--- config.mk ---
export PLATFORM = sky130hd
export DESIGN_NAME = pcsl_port_regs
export DESIGN_NICKNAME = d
export VERILOG_FILES = /design/src/hdl/pcsl_pkg.sv /design/src/hdl/pcsl_sync2.sv /design/src/hdl/pcsl_sticky_flag.sv /design/src/hdl/pcsl_port_regs.sv
export SDC_FILE = /design/constraint.sdc
export NUM_CORES = 1
export LEC_CHECK = 0
export BUFFER_PORTS_ARGS = -buffer_cell sky130_fd_sc_hd__buf_2
export CORE_UTILIZATION = 30
export CTS_CLUSTER_SIZE = 28
export DETAILED_ROUTE_END_ITERATION = 10
export PLACE_DENSITY = 0.65
export SETUP_SLACK_MARGIN = 0.02
export SYNTH_ARGS = -nofsm -noshare
export SYNTH_HDL_FRONTEND = slang
export SYNTH_SLANG_ARGS = --single-unit
--- constraint.sdc ---
create_clock -name clk_sys -period 2.87 [get_ports clk_sys]
set_input_delay 0.1435 -clock clk_sys [delete_from_list [all_inputs] [get_ports clk_sys]]
set_output_delay 0.1435 -clock clk_sys [all_outputs]
set_load 0.1 [all_outputs]
--- src/hdl/pcsl_pkg.sv ---
// Package: offsets, field positions and reset values of the port status and link capability block
package pcsl_pkg;
  // ------------------------------------------------------------
  // Register byte offsets
  // ------------------------------------------------------------
  localparam logic [7:0] PCSL_OFS_DEVCTL_STATUS = 8'hc8;
  localparam logic [7:0] PCSL_OFS_LINK_CAP = 8'hcc;
  localparam logic [7:0] PCSL_OFS_CAP_LOAD_INFO = 8'he0;
  localparam int PCSL_ADDR_W = 8;
  localparam int PCSL_DATA_W = 32;
  // ------------------------------------------------------------
  // Device control / status fields
  // ------------------------------------------------------------
  localparam int PCSL_CTL_ENABLE_LSB = 0;
  localparam int PCSL_NUM_ERR = 4;
  localparam int PCSL_STS_ERR_LSB = 16;
  localparam int PCSL_STS_AUX_BIT = 20;
  localparam int PCSL_STS_PEND_BIT = 21;
  localparam logic [3:0] PCSL_CTL_ENABLE_RST = 4'h0;
  localparam logic [3:0] PCSL_STS_ERR_RST = 4'h0;
  localparam logic PCSL_STS_AUX_RST = 1'b1;
  localparam logic PCSL_STS_PEND_VAL = 1'b0;
  // ------------------------------------------------------------
  // Link capability fields
  // ------------------------------------------------------------
  localparam int PCSL_CAP_SPEED_LSB = 0;
  localparam int PCSL_CAP_WIDTH_LSB = 4;
  localparam int PCSL_CAP_ASPM_LSB = 10;
  localparam int PCSL_CAP_L0S_LSB = 12;
  localparam int PCSL_CAP_L1_LSB = 15;
  localparam int PCSL_CAP_CLKPM_BIT = 18;
  localparam int PCSL_CAP_SDOWN_BIT = 19;
  localparam int PCSL_CAP_DLLA_BIT = 20;
  localparam int PCSL_CAP_BWN_BIT = 21;
  localparam int PCSL_CAP_PORT_LSB = 24;
  localparam logic [3:0] PCSL_SPEED_2G5 = 4'h1;
  localparam logic [3:0] PCSL_SPEED_5G0 = 4'h2;
  localparam logic [3:0] PCSL_CAP_SPEED_RST = 4'h2;
  localparam logic [5:0] PCSL_CAP_WIDTH_RST = 6'h01;
  localparam logic [1:0] PCSL_CAP_ASPM_RST = 2'h3;
  localparam logic [2:0] PCSL_CAP_L0S_RST = 3'h3;
  localparam logic [2:0] PCSL_CAP_L1_RST = 3'h0;
  localparam logic PCSL_CAP_DLLA_RST = 1'b0;
  // ------------------------------------------------------------
  // Default-load source codes
  // ------------------------------------------------------------
  typedef enum logic [1:0] {PCSL_SRC_NONE, PCSL_SRC_MGMT, PCSL_SRC_EEPROM} pcsl_src_t;
endpackage

--- src/hdl/pcsl_sync2.sv ---
// Two-stage synchroniser for a level from outside the clock domain
`timescale 1ns/1ps
`default_nettype none
module pcsl_sync2
  import pcsl_pkg::*;
#(
  parameter logic RESET_VAL = 1'b0
)
(
  input wire logic clk_sys,
  input wire logic reset,
  input wire logic asyncIn,
  output logic syncOut
);
  logic stage1_reg;
  logic stage2_reg;

  always_ff @(posedge clk_sys)
  begin
    if (reset)
    begin
      stage1_reg <= RESET_VAL;
      stage2_reg <= RESET_VAL;
    end
    else
    begin
      stage1_reg <= asyncIn;
      stage2_reg <= stage1_reg;
    end
  end

  assign syncOut = stage2_reg;
endmodule // pcsl_sync2
`default_nettype wire

--- src/hdl/pcsl_sticky_flag.sv ---
// Sticky event flag, cleared by a write of one
`timescale 1ns/1ps
`default_nettype none
module pcsl_sticky_flag
  import pcsl_pkg::*;
#(
  parameter logic RESET_VAL = 1'b0
)
(
  input wire logic clk_sys,
  input wire logic reset,
  input wire logic setPulse,
  input wire logic clearPulse,
  output logic flag
);
  logic flag_reg;

  // Set wins over a clear in the same cycle, so no event is lost
  always_ff @(posedge clk_sys)
  begin
    if (reset)
      flag_reg <= RESET_VAL;
    else if (setPulse)
      flag_reg <= 1'b1;
    else if (clearPulse)
      flag_reg <= 1'b0;
  end

  assign flag = flag_reg;
endmodule // pcsl_sticky_flag
`default_nettype wire

--- src/hdl/pcsl_port_regs.sv ---
// Per-port device status and link capability registers behind an Avalon-MM slave
// Notes on behaviour
// - Correctable error sets status bit 16, W1C
// - Non-fatal error sets status bit 17, W1C
// - Fatal error sets status bit 18, W1C
// - Unsupported request sets status bit 19, W1C
// - Flags log regardless of reporting enables
// - Bit 20 shows aux power, resets one
// - Bit 21 pending transactions always reads zero
// - Max link speed bits 3:0, reset 0010b
// - Max link width bits 9:4, single lane
// - ASPM support bits 11:10, reset 11b
// - L0s exit latency bits 14:12, reset 011b
// - L1 exit latency bits 17:15, reset 000b
// - Clock PM bit 18: upstream one, downstream zero
// - Surprise-down bit 19: upstream zero, downstream one
// - DLL-active reporting bit 20 is zero
// - Bandwidth notify bit 21: upstream zero, downstream one
// - Port number bits 31:24 from port index
// - ASPM, exit latency, clock PM and port number defaults replaceable by management bus or EEPROM
// - Control bits 0-3 enable error reporting, reset zero
//
// The implementer's own choice: the Avalon-MM slave port.
`timescale 1ns/1ps
`default_nettype none
module pcsl_port_regs
  import pcsl_pkg::*;
#(
  parameter logic [7:0] PORT_INDEX = 8'h00,
  parameter logic IS_UPSTREAM = 1'b1,
  parameter logic [3:0] MAX_SPEED = PCSL_CAP_SPEED_RST,
  parameter logic [5:0] MAX_WIDTH = PCSL_CAP_WIDTH_RST
)
(
  input wire logic clk_sys,
  input wire logic reset,
  input wire logic [PCSL_ADDR_W-1:0] avs_address,
  input wire logic avs_read,
  input wire logic avs_write,
  input wire logic [PCSL_DATA_W-1:0] avs_writedata,
  input wire logic [3:0] avs_byteenable,
  output logic [PCSL_DATA_W-1:0] avs_readdata,
  output logic avs_waitrequest,
  input wire logic errCorrectable,
  input wire logic errNonFatal,
  input wire logic errFatal,
  input wire logic errUnsupported,
  input wire logic auxPowerPin,
  input wire logic mgmtLoadValid,
  input wire logic [PCSL_DATA_W-1:0] mgmtLoadData,
  input wire logic eepromLoadValid,
  input wire logic [PCSL_DATA_W-1:0] eepromLoadData,
  output logic [PCSL_NUM_ERR-1:0] errReport
);
  // ------------------------------------------------------------
  // Helper functions
  // ------------------------------------------------------------
  // Word decode, used by both read and write paths
  function automatic logic isWord(input logic [PCSL_ADDR_W-1:0] addr, input logic [7:0] ofs);
    isWord = (addr[PCSL_ADDR_W-1:2] == ofs[7:2]);
  endfunction

  // Byte-lane mask from byte enables
  function automatic logic [31:0] laneMask(input logic [3:0] be);
    laneMask = {{8{be[3]}}, {8{be[2]}}, {8{be[1]}}, {8{be[0]}}};
  endfunction

  // Reserved speed codes would mislead software, so fall back to the reset code
  function automatic logic [3:0] legalSpeed(input logic [3:0] code);
    if (code == PCSL_SPEED_2G5 || code == PCSL_SPEED_5G0)
      legalSpeed = code;
    else
      legalSpeed = PCSL_CAP_SPEED_RST;
  endfunction

  // A zero-lane width means nothing, so report a single lane instead
  function automatic logic [5:0] legalWidth(input logic [5:0] lanes);
    if (lanes == 6'h00)
      legalWidth = PCSL_CAP_WIDTH_RST;
    else
      legalWidth = lanes;
  endfunction

  localparam logic [3:0] CAP_SPEED = legalSpeed(MAX_SPEED);
  localparam logic [5:0] CAP_WIDTH = legalWidth(MAX_WIDTH);

  // ------------------------------------------------------------
  // Declarations
  // ------------------------------------------------------------
  logic respPhase_reg;
  logic respPhase_next;
  logic [31:0] readData_reg;
  logic [31:0] readData_next;
  logic wrAccept;
  logic [31:0] wrMask;
  logic [3:0] errEvent;
  logic [3:0] errFlag;
  logic [3:0] errClear;
  logic [3:0] enable_reg;
  logic [3:0] errReport_reg;
  logic auxSync;
  logic auxPower_reg;
  logic [1:0] aspm_reg;
  logic [2:0] l0sExit_reg;
  logic [2:0] l1Exit_reg;
  logic clkPm_reg;
  logic [7:0] portNum_reg;
  logic loadValid;
  logic [31:0] loadData;
  pcsl_src_t loadSrc_reg;
  pcsl_src_t loadSrc_next;
  logic [7:0] loadCount_reg;
  logic [31:0] statusWord;
  logic [31:0] linkCapWord;
  logic [31:0] loadInfoWord;
  logic selStatus;
  logic selLinkCap;
  logic selLoadInfo;
  logic wrStatus;

  // ------------------------------------------------------------
  // Address decode
  // ------------------------------------------------------------
  // One word select shared by read and write paths, so both agree
  always_comb
  begin
    selStatus = 1'b0;
    selLinkCap = 1'b0;
    selLoadInfo = 1'b0;
    if (isWord(avs_address, PCSL_OFS_DEVCTL_STATUS))
      selStatus = 1'b1;
    else if (isWord(avs_address, PCSL_OFS_LINK_CAP))
      selLinkCap = 1'b1;
    else if (isWord(avs_address, PCSL_OFS_CAP_LOAD_INFO))
      selLoadInfo = 1'b1;
  end

  assign wrStatus = wrAccept && selStatus;

  // ------------------------------------------------------------
  // Avalon-MM handshake
  // ------------------------------------------------------------
  // One wait cycle per access: read data is registered before release
  always_comb
  begin
    respPhase_next = 1'b0;
    if ((avs_read || avs_write) && !respPhase_reg)
      respPhase_next = 1'b1;
  end

  always_ff @(posedge clk_sys)
  begin
    if (reset)
      respPhase_reg <= 1'b0;
    else
      respPhase_reg <= respPhase_next;
  end

  assign avs_waitrequest = (avs_read || avs_write) && !respPhase_reg;
  assign wrAccept = avs_write && respPhase_reg;
  assign wrMask = laneMask(avs_byteenable) & avs_writedata;

  // ------------------------------------------------------------
  // Read path
  // ------------------------------------------------------------
  always_comb
  begin
    statusWord = 32'h0000_0000;
    statusWord[PCSL_CTL_ENABLE_LSB +: PCSL_NUM_ERR] = enable_reg;
    statusWord[PCSL_STS_ERR_LSB +: PCSL_NUM_ERR] = errFlag;
    statusWord[PCSL_STS_AUX_BIT] = auxPower_reg;
    statusWord[PCSL_STS_PEND_BIT] = PCSL_STS_PEND_VAL;
  end

  // Bits 23:22 and reserved status bits stay zero
  always_comb
  begin
    linkCapWord = 32'h0000_0000;
    linkCapWord[PCSL_CAP_SPEED_LSB +: 4] = CAP_SPEED;
    linkCapWord[PCSL_CAP_WIDTH_LSB +: 6] = CAP_WIDTH;
    linkCapWord[PCSL_CAP_ASPM_LSB +: 2] = aspm_reg;
    linkCapWord[PCSL_CAP_L0S_LSB +: 3] = l0sExit_reg;
    linkCapWord[PCSL_CAP_L1_LSB +: 3] = l1Exit_reg;
    linkCapWord[PCSL_CAP_CLKPM_BIT] = clkPm_reg;
    linkCapWord[PCSL_CAP_SDOWN_BIT] = !IS_UPSTREAM;
    linkCapWord[PCSL_CAP_DLLA_BIT] = PCSL_CAP_DLLA_RST;
    linkCapWord[PCSL_CAP_BWN_BIT] = !IS_UPSTREAM;
    linkCapWord[PCSL_CAP_PORT_LSB +: 8] = portNum_reg;
  end

  always_comb
  begin
    loadInfoWord = 32'h0000_0000;
    loadInfoWord[1:0] = loadSrc_reg;
    loadInfoWord[15:8] = loadCount_reg;
  end

  // Unmapped addresses read as zero
  always_comb
  begin
    readData_next = readData_reg;
    if (avs_read && !respPhase_reg)
    begin
      if (selStatus)
        readData_next = statusWord;
      else if (selLinkCap)
        readData_next = linkCapWord;
      else if (selLoadInfo)
        readData_next = loadInfoWord;
      else
        readData_next = 32'h0000_0000;
    end
  end

  always_ff @(posedge clk_sys)
  begin
    if (reset)
      readData_reg <= 32'h0000_0000;
    else
      readData_reg <= readData_next;
  end

  assign avs_readdata = readData_reg;

  // ------------------------------------------------------------
  // Reporting enables
  // ------------------------------------------------------------
  always_ff @(posedge clk_sys)
  begin
    if (reset)
      enable_reg <= PCSL_CTL_ENABLE_RST;
    else if (wrStatus && avs_byteenable[0])
      enable_reg <= avs_writedata[PCSL_CTL_ENABLE_LSB +: PCSL_NUM_ERR];
  end

  // ------------------------------------------------------------
  // Error flags
  // ------------------------------------------------------------
  assign errEvent = {errUnsupported, errFatal, errNonFatal, errCorrectable};

  // Clear only on the accepting edge, and only for lanes written
  always_comb
  begin
    errClear = 4'h0;
    if (wrStatus)
      errClear = wrMask[PCSL_STS_ERR_LSB +: PCSL_NUM_ERR];
  end

  // Logging ignores the enables; only the reported pulse uses them
  for (genvar i = 0; i < PCSL_NUM_ERR; i++)
  begin : g_err
    pcsl_sticky_flag #(
      .RESET_VAL(PCSL_STS_ERR_RST[i])
    ) u_flag (
      .clk_sys(clk_sys),
      .reset(reset),
      .setPulse(errEvent[i]),
      .clearPulse(errClear[i]),
      .flag(errFlag[i])
    );
  end

  always_ff @(posedge clk_sys)
  begin
    if (reset)
      errReport_reg <= 4'h0;
    else
      errReport_reg <= errEvent & enable_reg;
  end

  assign errReport = errReport_reg;

  // ------------------------------------------------------------
  // Auxiliary power detect
  // ------------------------------------------------------------
  // Pin is asynchronous, so it is synchronised before use
  pcsl_sync2 #(
    .RESET_VAL(PCSL_STS_AUX_RST)
  ) u_auxSync (
    .clk_sys(clk_sys),
    .reset(reset),
    .asyncIn(auxPowerPin),
    .syncOut(auxSync)
  );

  always_ff @(posedge clk_sys)
  begin
    if (reset)
      auxPower_reg <= PCSL_STS_AUX_RST;
    else
      auxPower_reg <= auxSync;
  end

  // ------------------------------------------------------------
  // Default reload
  // ------------------------------------------------------------
  // Management bus wins when both sources load in one cycle
  always_comb
  begin
    loadValid = mgmtLoadValid || eepromLoadValid;
    loadData = eepromLoadData;
    loadSrc_next = loadSrc_reg;
    if (mgmtLoadValid)
    begin
      loadData = mgmtLoadData;
      loadSrc_next = PCSL_SRC_MGMT;
    end
    else if (eepromLoadValid)
      loadSrc_next = PCSL_SRC_EEPROM;
  end

  // Bus writes never reach these fields
  always_ff @(posedge clk_sys)
  begin
    if (reset)
    begin
      aspm_reg <= PCSL_CAP_ASPM_RST;
      l0sExit_reg <= PCSL_CAP_L0S_RST;
      l1Exit_reg <= PCSL_CAP_L1_RST;
      clkPm_reg <= IS_UPSTREAM;
      portNum_reg <= PORT_INDEX;
    end
    else if (loadValid)
    begin
      aspm_reg <= loadData[PCSL_CAP_ASPM_LSB +: 2];
      l0sExit_reg <= loadData[PCSL_CAP_L0S_LSB +: 3];
      l1Exit_reg <= loadData[PCSL_CAP_L1_LSB +: 3];
      clkPm_reg <= loadData[PCSL_CAP_CLKPM_BIT];
      portNum_reg <= loadData[PCSL_CAP_PORT_LSB +: 8];
    end
  end

  // Count saturates so software can tell a repeated load
  always_ff @(posedge clk_sys)
  begin
    if (reset)
    begin
      loadSrc_reg <= PCSL_SRC_NONE;
      loadCount_reg <= 8'h00;
    end
    else if (loadValid)
    begin
      loadSrc_reg <= loadSrc_next;
      if (loadCount_reg != 8'hff)
        loadCount_reg <= loadCount_reg + 8'h01;
    end
  end
endmodule // pcsl_port_regs
`default_nettype wire

* Word-level counts from Yosys, hierarchy flattened
Cells that the tools add are included.
** Word-level totals
- Bits in registers :: 75
- Input port bits :: 119
- Output and inout bits :: 37
- Logic and storage cells :: 62
** Operators by class
- $add $sub $neg :: 1
- Equality and inequality tests :: 4
- Muxes and demuxes :: 22
- Bitwise logic cells :: 2
- Reductions and logical operators :: 15
** Operators with widths (count)
- two-way mux 32 bit :: 3
- AND 20 bit :: 1
- equality test 6 bit, second input constant :: 3
- two-way mux 16 bit :: 1
- two-way mux 1 bit :: 15
- nonzero test 2 bit :: 5
- adder 8 x 1 -> 8 bit, second input constant :: 1
- inequality test 8 bit, second input constant :: 1
- logical AND 1 bit :: 5
- AND 4 bit :: 1
- two-way mux 2 bit :: 2
- two-way mux 4 bit :: 1
- AND reduction 2 bit :: 2
- logical OR 1 bit :: 2
- logical NOT 1 bit :: 1

* Depth between registers and ports, before layout
- Depth in word-level cells :: 7
- Mapped depth :: 6
- Mapped depth without buffers :: 5

* Hierarchy
Synthesis repeated with hierarchy kept, for this count alone.
** Unflattened totals
- Cells, all modules :: 314
- Area, all modules :: 3040.4 sq um
** By module, submodules not included
- pcsl_port_regs :: instances 1, cells an instance 294, area an instance 2832.7 sq um, seq. area each 1261.2 sq um
- pcsl_sticky_flag :: instances 4, cells an instance 4, area an instance 38.8 sq um, seq. area each 20.0 sq um
- pcsl_sync2 :: instances 1, cells an instance 4, area an instance 52.6 sq um, seq. area each 40.0 sq um

* Worst setup path after synthesis
OpenSTA, ideal clock, no wires.
- Path kind :: reg-to-output
- From :: reg respPhase_reg
- To :: out avs_waitrequest
- Arrival :: 1584 ps
- Required time :: 2727 ps
- Path slack :: 1142 ps
- Cell stages (with the launch flop) :: 2
- Path buffers :: 0
- Cells stage by stage :: dfxtp_1 -> nor2_1
** Between the ends
- Cells in the longest elaborated chain, start to end :: 2
** Ends and longest elaborated chain
- from (decl) :: line pcsl_port_regs.sv:90 : logic respPhase_reg;
- from (signal assigned) :: line pcsl_port_regs.sv:156 : respPhase_reg <= respPhase_next;
- logical NOT 1 bit :: line pcsl_port_regs.sv:159 : assign avs_waitrequest = (avs_read || avs_write) && !respPhase_reg;
- logical AND 1 bit :: line pcsl_port_regs.sv:159
- to (decl) :: line pcsl_port_regs.sv:43 : output logic avs_waitrequest,
No other way between the ends.

* Final worst setup path
- From :: reg loadCount_reg[0]
- To :: reg loadCount_reg[1]
** Between the ends
- Cells in the longest elaborated chain, start to end :: 2
- Elaborated cells on any way between the ends :: 3
- Those cells by class :: add/sub (1); eq/ne (1); reduce/logical (1)
** Ends and longest elaborated chain
- from (decl) :: line pcsl_port_regs.sv:112 : logic [7:0] loadCount_reg;
- from (signal assigned) :: line pcsl_port_regs.sv:345 : loadCount_reg <= loadCount_reg + 8'h01;
- parallel branches: the longest is 2 deep, another holds adder 8 x 1 -> 8 bit
Parallel ways; which one is timed is not known.
A chain may end at the register's enable or synchronous reset.

==> results.py <==
metrics = {
    "run_status": {
        "status": "finished clean",
    },
    "placement": {
        "io_buffer_count": 91,
        "place.gp.congestion": 0.771,
        "hpwlAfterDp_mm": 5.14,
    },
    "grt": {
        "grt_max_degree": 42,
        "overflow": 0,
        "grt_pass1_vias": 2350,
        "antenna_found_initial": 0,
        "grt_pass1_wl_mm": 11.1,
        "grt_usage_pct": 14.8,
    },
    "die": {
        "die_x_um": 99.3,
        "initial_utilization_pct": 30.9,
        "fp.coreArea_um2": 9200,
        "die-height_um": 99.3,
        "num_io_pins": 156,
        "die-area_um2": 9860,
        "rows": 35,
    },
    "yosys": {
        "ys_seq_elements": 69,
        "synthCells": 328,
        "ys_seq_area_share_pct": 48.6,
        "yosysUniqueCellTypes": 40,
        "synth_area_um2": 2840,
        "syn_area_per_cell_um2": 8.66,
        "yosys-top-cells-area": "dfxtp_1, mux2i_1, nor2_1",
        "synth-edff-count": 0,
        "netlist.area_leader.share_pct": 48.6,
        "ys_async_sr_fraction_pct": 0,
        "yosysWarningCount": 0,
        "yosys.area.top_type": "dfxtp_1",
        "synth_ff_type": "dfxtp_1",
    },
    "detailed_routing": {
        "num_vias": 2546,
        "drc_errors": 0,
        "route.met3.wl_um": 466,
        "routed-wl-met2_mm": 3.14,
        "met1_length_mm": 3.37,
        "highest-signal-layer": "met4",
        "drt_pre_antenna_iters": 4,
        "wl_per_cell_um": 13.4,
        "vias_per_cell": 4.74,
        "ant_nets": 0,
        "drt-initial-drc-count": 78,
        "drt_wl_total_mm": 7.20,
    },
    "final_layout": {
        "final_common_cell": "buf_2",
        "largest_reg_flops": 26,
        "drive_gt1_share_pct": 29.6,
        "layout_common_cells": "buf_2, dfxtp_1, nor2_1, nand2_1, a21oi_1",
        "layout.nets": 541,
        "antenna_cells": 0,
        "syn2layout_area_growth_pct": 27.7,
        "final_util_pct": 39.5,
    },
    "clock_tree": {
        "htree_levels": 3,
        "cts_tree": "yes",
        "cts_made_buffers": 9,
        "cts_max_path_buffers": 2,
        "path_clk_slew_ns": 0.08,
        "cts_root_buf": "clkbuf_8",
        "ctsResizeCount": 0,
        "clock_latency_ns": 0.34,
        "clock_sinks": 69,
    },
    "timing": {
        "slew-limit-headroom_pct": 43.5,
        "drv_slew": 0,
        "finClkSkew_ns": 0.0101,
        "hold_viol_final": 0,
        "finalSetupTns_ns": 0,
        "fmax_mhz": 623,
        "rsz0062_at_grt": "no",
        "tightestPinTransition_ns": 0.847,
        "final.min_clock_period_ns": 1.61,
        "period_share_pct": 56.0,
        "setup_viol": 0,
    },
    "job": {
        "drv_cap": 0,
    },
    "power_and_ir_drop": {
        "cellPowerDensity_nw_per_um2": 562,
        "peakVddDrop_uv": 233,
        "cellLeakagePower_nw": 1.59,
    },
    "worst_setup_path": {
        "critical_path_class": "flip-flop to flip-flop",
        "regToRegStartpoint": "loadCount_reg[0]",
        "crit_path_max_incr_delay_ns": 0.47,
        "r2r_cells": 5,
        "reg2reg_slack_ns": 1.26,
        "crit_required_ns": 3.09,
        "path_max_fanout": 6,
        "timing.critical_path.buf_inv": 0,
        "timing.rr.end": "loadCount_reg[1]",
        "slowest_stage": "o32ai_2",
        "critical-path-top-delay-family": "compound AO/OA/AOI/OAI gates",
        "critical_path.cell_chain": "ha_1 > nand2_1 > o32ai_2 > mux2i_1 > nor2_1",
        "cp-start-kind": "flip-flop",
        "end_kind": "flip-flop",
        "critPathArrivalTime_ns": 1.83,
    },
    "min_path": {
        "hp-start": "avs_writedata[17]",
        "hp-class": "primary input to flip-flop",
        "hold_depth": 2,
        "hold_path_end": "g_err[1].u_flag.flag",
    },
}
==> kinds of logic (layout without fill, tap and decap cells) <==
logic type      after synthesis  in the layout  synth area share (%)
simple gates                134            134                  21.8
xor+xnor                      2              2                 0.617
compound gates               61             61                  13.1
mux                          28             28                  10.1
other cells                   1              6                 0.132
buf+inv                      32            125                  5.20
flops                        69             69                  48.6
fa+ha+maj                     1              1                 0.440
==> where the power goes <==
group | total (mW) | switching (mW) | internal, mW | leakage (nW)
clock network | 0.790 | 0.386 | 0.404 | 0.0954
registers | 1.01 | 0.0194 | 0.988 | 0.563
logic | 0.242 | 0.155 | 0.0864 | 0.935
==> per-stage QoR <==
stage               instances  setup slack, ns  total power, mW  cell area (um^2)  hold slack [ns]
global placement          517             1.18             1.26              3390            0.341
finish                    537             1.26             2.04              3630           0.0122
detailed placement        517             1.15             1.27              3390            0.331
global route              537             1.10             2.14              3630          0.00854
CTS                       537             1.26             2.07              3630          0.00116
floorplan                 333             1.14             1.19              2860            0.247
==> worst max-delay path by stage <==
stage | startpoint | to | cells after the start
2_1_floorplan | respPhase_reg | avs_waitrequest | 1
3_3_place_gp | avs_address[4] | avs_readdata[31] | 6
3_5_place_dp | avs_address[2] | enable_reg[3] | 5
4_1_cts | loadCount_reg[0] | loadCount_reg[1] | 5
5_1_grt | loadCount_reg[0] | loadCount_reg[1] | 5
6_report | loadCount_reg[0] | loadCount_reg[1] | 5
==> layout make-up <==
class	count	area (um^2)
Clock inverter	7	76.3
Fill cell	962	5570
Clock buffer	9	124
Sequential cell	69	1380
Inverter	6	22.5
Timing Repair Buffer	103	556
Multi-Input combinational cell	232	1330
Tap cell	111	139
==> what timing repair did <==
action,4_1_cts,5_1_grt
hold buffers,4,0
setup buffers,0,0
endpoints found under the setup margin,0,0
endpoints found under the hold margin,4,0
==> cell usage after synthesis, drive strengths merged, types with 2 or more instances <==
| cell type | n |
|---|---|
| mux2i | 23 |
| nand2b | 7 |
| nand3b | 2 |
| inv | 6 |
| nor4b | 2 |
| a21oi | 30 |
| dfxtp | 69 |
| o31ai | 2 |
| nor2 | 53 |
| nor2b | 2 |
| mux2 | 5 |
| o21ai | 11 |
| nor3 | 7 |
| a22oi | 9 |
| buf | 11 |
| or2 | 3 |
| a311oi | 4 |
| xor2 | 2 |
| nand3 | 16 |
| nand2 | 34 |
| clkbuf | 15 |
==> metal layers <==
| layer | track usage, % | up-vias |
|---|---|---|
| li1 | - | 1304 |
| met2 | 22.6 | 85 |
| met4 | 9.39 | 0 |
| met1 | 18.2 | 1137 |
| met3 | 4.36 | 20 |
| met5 | 0 | - |
Note: power is estimated with default switching activity, not from simulation.
